## src/mmio_pkg.sv

```systemverilog
// Purpose: Shared constants and types for the multi-mode I/O port block.
// Assumes: CPU special-function-register bus, 8-bit data, one clock domain.
// Notes:   Pin vector order is Port1[7:0], Port2[1:0], Port3[7:0] (index 0..17).
// How it works
// - Modes zero to two: pullup, Hi-Z, push-pull
// - Mode three: analog input, digital buffer off
// - LED, converter, touch functions use mode three
// - Read-modify-write reads latch, not pin level
// - Pseudo open drain kicks high briefly, then keeps
// - LED/LCD function overrides every other pin use
// - Timer and clock outputs ignore the latch
// - Pulse outputs ignore the latch value
// - SPI pins driven or taken by role
// - Serial pins pseudo open drain; second true open
// - Crystal select bits turn Port2 pins oscillator
package mmio_pkg;

    // ==========================================================
    // Register offsets on the SFR bus
    localparam logic [7:0] ADDR_P1_LATCH   = 8'h90;
    localparam logic [7:0] ADDR_P2_MODES   = 8'h93;
    localparam logic [7:0] ADDR_P2_LATCH   = 8'hA0;
    localparam logic [7:0] ADDR_P1_MODES_L = 8'hA2;
    localparam logic [7:0] ADDR_P1_MODES_H = 8'hA3;
    localparam logic [7:0] ADDR_P3_MODES_L = 8'hA4;
    localparam logic [7:0] ADDR_P3_MODES_H = 8'hA5;
    localparam logic [7:0] ADDR_P3_LATCH   = 8'hB0;
    localparam logic [7:0] ADDR_CLK_CTRL   = 8'hD8;

    // ==========================================================
    // Reset values
    localparam logic [7:0] RST_P1_LATCH   = 8'hFF;
    localparam logic [7:0] RST_P2_LATCH   = 8'h03;
    localparam logic [7:0] RST_P3_LATCH   = 8'hFF;
    localparam logic [7:0] RST_MODES      = 8'h55;
    localparam logic [7:0] RST_P2_MODES   = 8'h05;
    localparam logic [7:0] RST_P3_MODES_H = 8'h15;
    localparam logic [7:0] RST_CLK_CTRL   = 8'h23;

    // ==========================================================
    // Field positions
    localparam int SLOW_XTAL_BIT  = 7;   // slow_crystal_select in clock_control
    localparam int FAST_XTAL_BIT  = 6;   // fast_crystal_select in clock_control
    localparam int PINOUT_CKO_BIT = 5;   // pin_output_control: clock half out
    localparam int PINOUT_T2O_BIT = 4;   // pin_output_control: timer two out
    localparam int PINOUT_T0O_BIT = 0;   // pin_output_control: timer zero out
    localparam int SPI_EN_BIT     = 7;   // serial_periph_control enable
    localparam int SPI_MSTR_BIT   = 6;   // serial_periph_control master
    localparam int P2_MODE_BITS   = 4;   // used width of Port2 mode register

    // ==========================================================
    // Pin indices in the 18-bit pin vector
    localparam int NUM_PINS    = 18;
    localparam int PIN_T2O     = 0;      // P1.0
    localparam int PIN_PWM0    = 2;      // P1.2
    localparam int PIN_PWM1    = 3;      // P1.3
    localparam int PIN_CKO     = 4;      // P1.4
    localparam int PIN_PWM2    = 6;      // P1.6
    localparam int PIN_MISO    = 7;      // P1.7, also second serial transmit
    localparam int PIN_OSC_IN  = 8;      // P2.0
    localparam int PIN_OSC_OUT = 9;      // P2.1
    localparam int PIN_TXD     = 11;     // P3.1
    localparam int PIN_T0O     = 14;     // P3.4
    localparam int PIN_MOSI    = 15;     // P3.5
    localparam int PIN_SCK     = 16;     // P3.6

    // Pins with converter inputs: P1.0..P1.5 and P3.0..P3.3
    localparam logic [17:0] ANALOG_PINS = 18'h03C3F;
    // Pseudo-open-drain pins: P3.0..P3.2
    localparam logic [17:0] PSEUDO_PINS = 18'h01C00;

    // ==========================================================
    // Timing: strong high kick after a rising edge
    localparam int KICK_NS     = 20;
    localparam int CLK_NS      = 10;
    localparam int KICK_CYCLES = (KICK_NS / CLK_NS < 1) ? 1 : KICK_NS / CLK_NS;

    // ==========================================================
    // Types
    typedef enum logic [1:0] {
        MMIO_MODE_PULLUP = 2'b00,        // Open drain with pull-up
        MMIO_MODE_OPEN   = 2'b01,        // Open drain, Hi-Z for one
        MMIO_MODE_PUSH   = 2'b10,        // Push-pull
        MMIO_MODE_ANALOG = 2'b11         // Analog, digital buffer off
    } mmio_mode_t;

    // Outputs of peripherals that can own a pin
    typedef struct packed {
        logic       t0_ovf;              // timer_zero_overflow_out
        logic       t2_ovf;              // timer_two_overflow_out
        logic       clk_half;            // sysclk_half_out
        logic [2:0] pwm;                 // pulse outputs 2..0
        logic       txd;                 // primary serial transmit
        logic       second_serial_transmit;                // second_serial_transmit
        logic       sck;                 // SPI clock when master
        logic       mosi;                // SPI data out when master
        logic       miso;                // SPI data out when slave
    } mmio_alt_t;

    // LED/LCD driver claim on the pins
    typedef struct packed {
        logic [17:0] active;             // Pin owned by LED/LCD logic
        logic [17:0] value;              // Level to drive
        logic [17:0] drive;              // Strong drive wanted
    } mmio_led_t;

endpackage

```

## src/mmio_port.sv

```systemverilog
// Purpose: Port1/2/3 pin control: latches, mode fields, drivers, input sampling.
// Assumes: Single 100 MHz clock, synchronous active-high reset, SFR bus access.
// Notes:   Read data and all pin controls are registered, one cycle behind.
`timescale 1ns/1ps
module mmio_port #(
    parameter int KICK = mmio_pkg::KICK_CYCLES
) (
    // Clock and reset
    input  wire logic                   core_clk_in,
    input  wire logic                   reset_in,
    // SFR bus from the CPU core
    input  wire logic [7:0]             sfr_addr_in,
    input  wire logic                   sfr_wr_in,
    input  wire logic                   sfr_rd_in,
    input  wire logic                   sfr_rmw_in,
    input  wire logic [7:0]             sfr_wdata_in,
    output logic      [7:0]             sfr_rdata_out,
    output logic                        sfr_hit_out,
    // Controls held by neighbouring peripherals
    input  wire logic [7:0]             pin_output_control_in,
    input  wire logic [2:0]             pulse_output_enable_in,
    input  wire logic [7:0]             serial_periph_control_in,
    input  wire mmio_pkg::mmio_alt_t    alt_in,
    input  wire mmio_pkg::mmio_led_t    led_in,
    // Pins
    input  wire logic [17:0]            pin_in,
    output logic      [17:0]            pin_out,
    output logic      [17:0]            pin_oe_n_out,
    output logic      [17:0]            pin_pullup_out,
    output logic      [17:0]            pin_analog_out,
    // Toward peripherals and clock block
    output logic      [17:0]            pin_level_out,
    output logic      [7:0]             clock_control_out,
    output logic                        xtal_enable_out
);

    // ==========================================================
    // Register state
    logic [7:0]  p1_latch_r;             // port1_data_latch
    logic [7:0]  p2_latch_r;             // port2_data_latch
    logic [7:0]  p3_latch_r;             // Port3 data latch
    logic [7:0]  p1_mode_l_r;            // port1_low_pin_modes
    logic [7:0]  p1_mode_h_r;            // port1_high_pin_modes
    logic [3:0]  p2_mode_r;              // Port2 pin modes
    logic [7:0]  p3_mode_l_r;            // Port3 low pin modes
    logic [7:0]  p3_mode_h_r;            // Port3 high pin modes
    logic [7:0]  clk_ctrl_r;             // clock_control

    // Pin input sampling
    logic [17:0] sync1_r;                // First sampling stage
    logic [17:0] sync2_r;                // Second stage
    logic [17:0] sync3_r;                // Third stage
    logic [17:0] level_r;                // Accepted level

    // Kick timing
    logic [17:0] data_prev_r;            // Effective data last cycle
    logic [1:0]  kick_cnt_r [18];        // Strong-high cycles left

    // Combinational pin plan
    logic [17:0] data_nxt;               // Effective output data
    logic [17:0] out_nxt;
    logic [17:0] oe_n_nxt;
    logic [17:0] pu_nxt;
    logic [17:0] din_en_nxt;
    logic [17:0] ana_nxt;
    logic [17:0] forced;                 // Peripheral owns data, latch ignored
    logic [17:0] alt_val;                // Peripheral data per pin
    logic [35:0] modes;                  // Two bits per pin
    logic        xtal_on;                // Either crystal select set
    logic [17:0] latches;                // Latch bit per pin

    // ==========================================================
    // Mode of one pin from the packed mode vector
    function automatic mmio_pkg::mmio_mode_t mode_of(input logic [35:0] m, input int i);
        return mmio_pkg::mmio_mode_t'(m[2*i +: 2]);
    endfunction

    assign modes   = {p3_mode_h_r, p3_mode_l_r, p2_mode_r, p1_mode_h_r, p1_mode_l_r};
    assign latches = {p3_latch_r, p2_latch_r[1:0], p1_latch_r};
    assign xtal_on = clk_ctrl_r[mmio_pkg::SLOW_XTAL_BIT]
                   | clk_ctrl_r[mmio_pkg::FAST_XTAL_BIT];

    // ==========================================================
    // SFR writes; reset restores documented values
    always_ff @(posedge core_clk_in) begin
        if (reset_in) begin
            p1_latch_r  <= mmio_pkg::RST_P1_LATCH;
            p2_latch_r  <= mmio_pkg::RST_P2_LATCH;
            p3_latch_r  <= mmio_pkg::RST_P3_LATCH;
            p1_mode_l_r <= mmio_pkg::RST_MODES;
            p1_mode_h_r <= mmio_pkg::RST_MODES;
            p2_mode_r   <= mmio_pkg::RST_P2_MODES[3:0];
            p3_mode_l_r <= mmio_pkg::RST_MODES;
            p3_mode_h_r <= mmio_pkg::RST_P3_MODES_H;
            clk_ctrl_r  <= mmio_pkg::RST_CLK_CTRL;
        end else if (sfr_wr_in) begin
            case (sfr_addr_in)
                mmio_pkg::ADDR_P1_LATCH:   p1_latch_r  <= sfr_wdata_in;
                mmio_pkg::ADDR_P2_LATCH:   p2_latch_r  <= sfr_wdata_in;
                mmio_pkg::ADDR_P3_LATCH:   p3_latch_r  <= sfr_wdata_in;
                mmio_pkg::ADDR_P1_MODES_L: p1_mode_l_r <= sfr_wdata_in;
                mmio_pkg::ADDR_P1_MODES_H: p1_mode_h_r <= sfr_wdata_in;
                mmio_pkg::ADDR_P2_MODES:   p2_mode_r   <= sfr_wdata_in[3:0];
                mmio_pkg::ADDR_P3_MODES_L: p3_mode_l_r <= sfr_wdata_in;
                mmio_pkg::ADDR_P3_MODES_H: p3_mode_h_r <= sfr_wdata_in;
                mmio_pkg::ADDR_CLK_CTRL:   clk_ctrl_r  <= sfr_wdata_in;
                default: begin
                    // Not ours: another block answers
                end
            endcase
        end
    end

    // ==========================================================
    // SFR reads. A read-modify-write read returns the latch so that
    // bits held low by the board are not written back as zero.
    always_ff @(posedge core_clk_in) begin
        if (reset_in) begin
            sfr_rdata_out <= 8'h00;
            sfr_hit_out   <= 1'b0;
        end else begin
            sfr_hit_out <= sfr_rd_in;
            case (sfr_addr_in)
                mmio_pkg::ADDR_P1_LATCH: begin
                    sfr_rdata_out <= sfr_rmw_in ? p1_latch_r : level_r[7:0];
                end
                mmio_pkg::ADDR_P2_LATCH: begin
                    // Bits above P2.1 have no pin and read back the latch
                    sfr_rdata_out <= sfr_rmw_in ? p2_latch_r
                                   : {p2_latch_r[7:2], level_r[9:8]};
                end
                mmio_pkg::ADDR_P3_LATCH: begin
                    sfr_rdata_out <= sfr_rmw_in ? p3_latch_r : level_r[17:10];
                end
                mmio_pkg::ADDR_P1_MODES_L: sfr_rdata_out <= p1_mode_l_r;
                mmio_pkg::ADDR_P1_MODES_H: sfr_rdata_out <= p1_mode_h_r;
                mmio_pkg::ADDR_P2_MODES:   sfr_rdata_out <= {4'h0, p2_mode_r};
                mmio_pkg::ADDR_P3_MODES_L: sfr_rdata_out <= p3_mode_l_r;
                mmio_pkg::ADDR_P3_MODES_H: sfr_rdata_out <= p3_mode_h_r;
                mmio_pkg::ADDR_CLK_CTRL:   sfr_rdata_out <= clk_ctrl_r;
                default: begin
                    sfr_rdata_out <= 8'h00;
                    sfr_hit_out   <= 1'b0;
                end
            endcase
        end
    end

    // ==========================================================
    // Peripheral ownership of pins, independent of the latch
    always_comb begin
        forced  = '0;
        alt_val = '0;
        // Timer and clock outputs enabled by the pin output control
        forced[mmio_pkg::PIN_T0O]  = pin_output_control_in[mmio_pkg::PINOUT_T0O_BIT];
        alt_val[mmio_pkg::PIN_T0O] = alt_in.t0_ovf;
        forced[mmio_pkg::PIN_T2O]  = pin_output_control_in[mmio_pkg::PINOUT_T2O_BIT];
        alt_val[mmio_pkg::PIN_T2O] = alt_in.t2_ovf;
        forced[mmio_pkg::PIN_CKO]  = pin_output_control_in[mmio_pkg::PINOUT_CKO_BIT];
        alt_val[mmio_pkg::PIN_CKO] = alt_in.clk_half;
        // Pulse outputs
        forced[mmio_pkg::PIN_PWM0]  = pulse_output_enable_in[0];
        alt_val[mmio_pkg::PIN_PWM0] = alt_in.pwm[0];
        forced[mmio_pkg::PIN_PWM1]  = pulse_output_enable_in[1];
        alt_val[mmio_pkg::PIN_PWM1] = alt_in.pwm[1];
        forced[mmio_pkg::PIN_PWM2]  = pulse_output_enable_in[2];
        alt_val[mmio_pkg::PIN_PWM2] = alt_in.pwm[2];
        // SPI outputs by role; inputs need no ownership
        if (serial_periph_control_in[mmio_pkg::SPI_EN_BIT]) begin
            if (serial_periph_control_in[mmio_pkg::SPI_MSTR_BIT]) begin
                forced[mmio_pkg::PIN_SCK]   = 1'b1;
                alt_val[mmio_pkg::PIN_SCK]  = alt_in.sck;
                forced[mmio_pkg::PIN_MOSI]  = 1'b1;
                alt_val[mmio_pkg::PIN_MOSI] = alt_in.mosi;
            end else begin
                forced[mmio_pkg::PIN_MISO]  = 1'b1;
                alt_val[mmio_pkg::PIN_MISO] = alt_in.miso;
            end
        end
    end

    // ==========================================================
    // Effective data: owned pins follow the peripheral; serial
    // transmitters combine with the latch as on a classic port
    always_comb begin
        data_nxt = (forced & alt_val) | (~forced & latches);
        if (!forced[mmio_pkg::PIN_TXD]) begin
            data_nxt[mmio_pkg::PIN_TXD] = latches[mmio_pkg::PIN_TXD] & alt_in.txd;
        end
        if (!forced[mmio_pkg::PIN_MISO]) begin
            data_nxt[mmio_pkg::PIN_MISO] = latches[mmio_pkg::PIN_MISO] & alt_in.second_serial_transmit;
        end
    end

    // ==========================================================
    // Per-pin driver plan from mode, data and overrides
    always_comb begin
        for (int i = 0; i < mmio_pkg::NUM_PINS; i++) begin
            out_nxt[i]    = data_nxt[i];
            oe_n_nxt[i]   = 1'b1;
            pu_nxt[i]     = 1'b0;
            din_en_nxt[i] = 1'b0;
            ana_nxt[i]    = 1'b0;
            if (led_in.active[i]) begin
                // LED/LCD owns the pin over everything else
                out_nxt[i]    = led_in.value[i];
                oe_n_nxt[i]   = ~led_in.drive[i];
            end else if (xtal_on && (i == mmio_pkg::PIN_OSC_IN || i == mmio_pkg::PIN_OSC_OUT)) begin
                // Oscillator pins: output and pull-up off; input still sampled unless the pin is in mode three
                out_nxt[i] = 1'b0;
            end else begin
                case (mode_of(modes, i))
                    mmio_pkg::MMIO_MODE_PUSH: begin
                        oe_n_nxt[i] = 1'b0;
                    end
                    mmio_pkg::MMIO_MODE_ANALOG: begin
                        // Latch ignored, no pull-up, converter path only
                        out_nxt[i] = 1'b0;
                        ana_nxt[i] = mmio_pkg::ANALOG_PINS[i];
                    end
                    mmio_pkg::MMIO_MODE_PULLUP,
                    mmio_pkg::MMIO_MODE_OPEN: begin
                        if (!data_nxt[i]) begin
                            oe_n_nxt[i] = 1'b0;
                        end else if (mmio_pkg::PSEUDO_PINS[i]
                            && (!data_prev_r[i] || kick_cnt_r[i] != 2'h0)) begin
                            oe_n_nxt[i]   = 1'b0;
                            din_en_nxt[i] = 1'b1;
                        end else begin
                            // Weak keeper in mode 0 or on P3.0..P3.2, released otherwise in mode 1
                            pu_nxt[i] = (mode_of(modes, i) == mmio_pkg::MMIO_MODE_PULLUP)
                                      | mmio_pkg::PSEUDO_PINS[i];
                            din_en_nxt[i] = 1'b1;
                        end
                    end
                    default: begin
                        oe_n_nxt[i] = 1'b1;
                    end
                endcase
            end
        end
    end

    // ==========================================================
    // Strong-high kick counter: armed on a rising data edge, then
    // counts down so the strong drive lasts a bounded time
    always_ff @(posedge core_clk_in) begin
        if (reset_in) begin
            data_prev_r <= 18'h3FFFF;
            for (int i = 0; i < mmio_pkg::NUM_PINS; i++) begin
                kick_cnt_r[i] <= 2'h0;
            end
        end else begin
            data_prev_r <= data_nxt;
            for (int i = 0; i < mmio_pkg::NUM_PINS; i++) begin
                if (data_nxt[i] && !data_prev_r[i]) begin
                    kick_cnt_r[i] <= 2'(KICK - 1);
                end else if (kick_cnt_r[i] != 2'h0) begin
                    kick_cnt_r[i] <= kick_cnt_r[i] - 2'h1;
                end
            end
        end
    end

    // ==========================================================
    // Registered pin controls
    always_ff @(posedge core_clk_in) begin
        if (reset_in) begin
            pin_out        <= '0;
            pin_oe_n_out   <= '1;
            pin_pullup_out <= '0;
            pin_analog_out <= '0;
        end else begin
            pin_out        <= out_nxt;
            pin_oe_n_out   <= oe_n_nxt;
            pin_pullup_out <= pu_nxt;
            pin_analog_out <= ana_nxt;
        end
    end

    // ==========================================================
    // Pin sampling: three stages, accept when the last two agree.
    // A disabled digital buffer reads as zero only in mode three.
    always_ff @(posedge core_clk_in) begin
        if (reset_in) begin
            sync1_r <= '0;
            sync2_r <= '0;
            sync3_r <= '0;
            level_r <= '0;
        end else begin
            sync1_r <= pin_in;
            sync2_r <= sync1_r;
            sync3_r <= sync2_r;
            for (int i = 0; i < mmio_pkg::NUM_PINS; i++) begin
                if (!din_en_nxt[i] && mode_of(modes, i) == mmio_pkg::MMIO_MODE_ANALOG) begin
                    level_r[i] <= 1'b0;
                end else if (sync2_r[i] == sync3_r[i]) begin
                    level_r[i] <= sync3_r[i];
                end
            end
        end
    end

    // ==========================================================
    // Outputs toward peripherals and the clock block
    always_ff @(posedge core_clk_in) begin
        if (reset_in) begin
            pin_level_out     <= '0;
            clock_control_out <= mmio_pkg::RST_CLK_CTRL;
            xtal_enable_out   <= 1'b0;
        end else begin
            pin_level_out     <= level_r;
            clock_control_out <= clk_ctrl_r;
            xtal_enable_out   <= xtal_on;
        end
    end

endmodule

```

## config.mk

```make
export PLATFORM = sky130hd
export DESIGN_NAME = mmio_port
export DESIGN_NICKNAME = d
export VERILOG_FILES = /design/src/mmio_pkg.sv /design/src/mmio_port.sv
export SDC_FILE = /design/constraint.sdc
export NUM_CORES = 1
export LEC_CHECK = 0
export BUFFER_PORTS_ARGS = -buffer_cell sky130_fd_sc_hd__buf_2
export CELL_PAD_IN_SITES_DETAIL_PLACEMENT = 1
export CELL_PAD_IN_SITES_GLOBAL_PLACEMENT = 1
export CORE_MARGIN = 4
export CORE_UTILIZATION = 36
export DETAILED_ROUTE_END_ITERATION = 8
export PLACE_DENSITY = 0.75
export RECOVER_POWER = 100
export SKIP_LAST_GASP = 1
export SLEW_MARGIN = 20
export SYNTH_ARGS = -nofsm -noshare
export SYNTH_HDL_FRONTEND = slang
export SYNTH_SLANG_ARGS = --single-unit
```

## constraint.sdc

```tcl
create_clock -name core_clk_in -period 1.8 [get_ports core_clk_in]
set_input_delay 0.36 -clock core_clk_in [delete_from_list [all_inputs] [get_ports core_clk_in]]
set_output_delay 0.36 -clock core_clk_in [all_outputs]
set_load 0.03 [all_outputs]
```

==> key figures <==
Global routing
  • Vias in the first global route: 8286
  • Total gr overflow: 0
  • Met1 GRT Util: 0.280
  • Most crowded layer after global routing: met2
  • Pin count of the biggest net entering global routing: 58
  • M3 GR Usage: 0.0359
  • Met2 Use GR: 0.352
  • First-pass GRT wire length: 47300 µm
  • Initial antenna violation count: 1
  • GRT Total Usage: 0.209

Timing
  • Maximum clock frequency: around 0.62 GHz
  • Unrepaired setup endpoints after global routing: no
  • Final setup fails: 0
  • Final count of pins violating max slew: 0
  • Clock skew: 18.9 ps
  • Shortest period the worst path allows: 1620 ps
  • Final hold vios: 0
  • Rel. slew slack: 0.288
  • Setup TNS Final: 0 ps
  • Final Cycle Share: 0.897
  • Final hold slack: roughly 23 ps
  • Slew @ Worst Pin: about 1100 ps

Status
  • Status: complete, no violations

Die
  • Die height: approximately 170 µm
  • Starting density of the core: 0.366
  • Die footprint: 28300 µm²
  • Core area: 25300 µm²
  • I/O Pins: 231
  • Row Count: 58
  • Die Wd: 168 µm

Drt
  • Routed wire length: 30300 µm
  • First-pass iteration count of the detailed router: 4
  • Avg Vias per Cell: 5.09
  • DRC violations left: 0
  • Via count: 7995
  • 1st-iter DRT viols: 424
  • Post-route ant nets: 0
  • WL per Instance: around 19 µm

Setup path
  • Max incr delay on CP: 390 ps
  • Setup crit start kind: flip-flop
  • Crit end category: primary output
  • Critical-path maximum fanout: 1
  • Critical path's top delay family: flip-flops
  • Worst Setup Path Type: reg -> out
  • Slowest CP cell: dfxtp_1
  • Critical path required time: 1440 ps
  • Worst-path cell chain: clkbuf_1
  • CP arrival: 1260 ps
  • Crit path buffers/inverters: 1
  • WP depth: 1
  • R2r worst-path depth: 5

Synth
  • Synth Register Bits: 249
  • Synth Area in Compound Gates: 0.132
  • Synth Warn #: 0
  • Adder-cell area share of the yosys netlist: 0.00622
  • Top_reg_cell synth: dfxtp_1
  • Post-synthesis simple-gate area fraction: 0.209
  • Syn Area/Cell: 9.60 µm²
  • Yosys cell types: 56
  • Post-Synth XOR/XNOR Area: 0
  • Main combinational cell family by area after synthesis: simple AND/OR/NAND/NOR gates
  • Seq/Total Area, Yosys: 0.545
  • Post-synth EDFFs: 6
  • Mux share of post-synthesis cell area: 0.0664
  • Synth Instances: 963
  • Netlist Area Pre-Place: 9250 µm²
  • Fraction of registers with async set/reset: 0

Clock network
  • # clock sinks: 249
  • H-tree depth: 1
  • Clk Latency, worst-skew pair: 540 ps
  • Post-CTS setup buffer count: 0
  • Post_cts resized: 0
  • CTS tree: done
  • Clock-pin transition on the worst setup and hold timing paths: 60 ps
  • Hold-fix buffers, CTS: 0
  • CTS buffer count: 27
  • Clock root buffer: clkbuf_16
  • Largest buffer count on any clock path: 3

Place
  • RD Place Congestion: 0.902
  • Number of port buffers: roughly 210
  • HPWL Detailed: 22600 µm
  • Dpl cell area: 11100 µm²

Cells and area
  • Final nets: 1348
  • Area delta synth->final: 26.5%
  • FILL cells: 3017
  • Final Util: 0.463
  • Finished Cell Area: 11700 µm²
  • Layout cells sized above 1: 0.186

Power and ir drop
  • Peak VDD IR: about 0.66 mV
  • Pleak: 0.00497 µW
  • Cell Pwr Density: about 1100 nW/µm²

Job
  • Max Cap Viol: 0

Hold path
  • Hold path depth: 2
  • HP Class: in -> reg
==> path summary, 6_finish.rpt <==
path / startpoint / endpoint / slack (ps)
max: sfr_rdata_out[1]$_SDFF_PP0_ / sfr_rdata_out[1] / 180
min: led_in[53] / pin_pullup_out[17]$_SDFF_PP0_ / 20
min reg2reg: sync1_r[12]$_SDFF_PP0_ / sync2_r[12]$_SDFF_PP0_ / 440
max reg2reg: p1_latch_r[0]$_SDFFE_PP1P_ / sfr_rdata_out[0]$_SDFF_PP0_ / 350
==> routing by layer <==
| layer | routed length (µm) | vias up |
|---|---|---|
| met1 | 13600 | 3893 |
| met3 | 1600 | 44 |
| met2 | 14300 | 216 |
| li1 | - | 3842 |
| met4 | 790 | 0 |
| met5 | 0 | - |
==> state kept, by name, summed over array words and instances, names as in the netlist, 10 cells and up <==
register and cells:
pin_analog_out 10, sync3_r 18, level_r 18, sync2_r 18, sync1_r 18, pin_oe_n_out 18
pin_pullup_out 18, pin_out 18, pin_level_out 18
==> power by group <==
group | switching, µW | internal, µW
logic | 739 | 424
registers | 66.4 | 5740
clock network | 2230 | 3160
==> synthesized netlist by cell type (all sizes together) (2+ instances only) <==
| library cell | n | area [µm²] |
|---|---|---|
| a211o | 11 | 96.3 |
| a211oi | 11 | 82.6 |
| a21oi | 43 | 226 |
| a221oi | 21 | 184 |
| a222oi | 2 | 20.0 |
| a22o | 5 | 43.8 |
| a22oi | 9 | 67.6 |
| a31oi | 7 | 43.8 |
| and2 | 7 | 43.8 |
| and3 | 6 | 37.5 |
| and3b | 2 | 17.5 |
| and4b | 2 | 20.0 |
| buf | 22 | 136 |
| clkbuf | 36 | 138 |
| dfxtp | 243 | 4860 |
| edfxtp | 6 | 180 |
| ha | 3 | 37.5 |
| inv | 26 | 97.6 |
| maj3 | 2 | 20.0 |
| mux2 | 11 | 124 |
| mux2i | 49 | 490 |
| nand2 | 110 | 413 |
| nand2b | 10 | 62.6 |
| nand3 | 10 | 50.1 |
| nand4 | 4 | 25.0 |
| nand4b | 3 | 26.3 |
| nor2 | 93 | 354 |
| nor2b | 85 | 532 |
| nor3 | 14 | 75.1 |
| nor4 | 9 | 71.3 |
| nor4b | 2 | 17.5 |
| o211ai | 28 | 210 |
| o21ai | 33 | 165 |
| o22ai | 6 | 37.5 |
| o2bb2ai | 2 | 17.5 |
| or2 | 9 | 56.3 |
| or3 | 2 | 12.5 |
| or4 | 10 | 78.8 |
==> placed cells by master, fill, tap and decap left out, types with 11 or more instances in the layout <==
master / Yosys / layout
dfxtp_1: 243 / 243
clkbuf_1: 34 / 121
nand2_1: 110 / 110
buf_2: 13 / 107
nor2_1: 91 / 91
nor2b_1: 85 / 85
mux2i_1: 49 / 49
buf_4: 8 / 48
a21oi_1: 40 / 40
o21ai_0: 33 / 33
o211ai_1: 28 / 28
clkbuf_16: 0 / 27
inv_1: 26 / 26
a221oi_1: 21 / 21
nor3_1: 13 / 14
a211oi_1: 11 / 11
mux2_2: 11 / 11
a211o_1: 11 / 11
==> logic make-up after synthesis <==
logic type      after synthesis
buf+inv                      85
mux                          60
compound gates              181
fa+ha+maj                     5
flops                       249
simple gates                382
other cells                   1
==> area by class of cell <==
| cell class | instances | area [µm²] | area share |
|---|---|---|---|
| clock buffer | 35 | 736 | 0.0629 |
| tap | 330 | 413 | 0.0353 |
| clock inverter | 12 | 121 | 0.0104 |
| multi-input combinational | 636 | 3830 | 0.327 |
| timing repair buffer | 281 | 1450 | 0.124 |
| antenna | 1 | 2.50 | 0.000214 |
| inverter | 27 | 101 | 0.00866 |
| sequential | 249 | 5040 | 0.431 |
==> per-stage QoR <==
step / worst slack [ps] / instances / power [µW]
2_1_floorplan: 63.2 / 970 / 6620
3_5_place_dp: -101 / 1523 / 7130
6_report: 185 / 1571 / 12400
4_1_cts: 285 / 1570 / 12500
5_1_grt: 137 / 1571 / 12900
3_3_place_gp: -102 / 1523 / 7080
No activity file was read; power rests on OpenSTA's default activity.
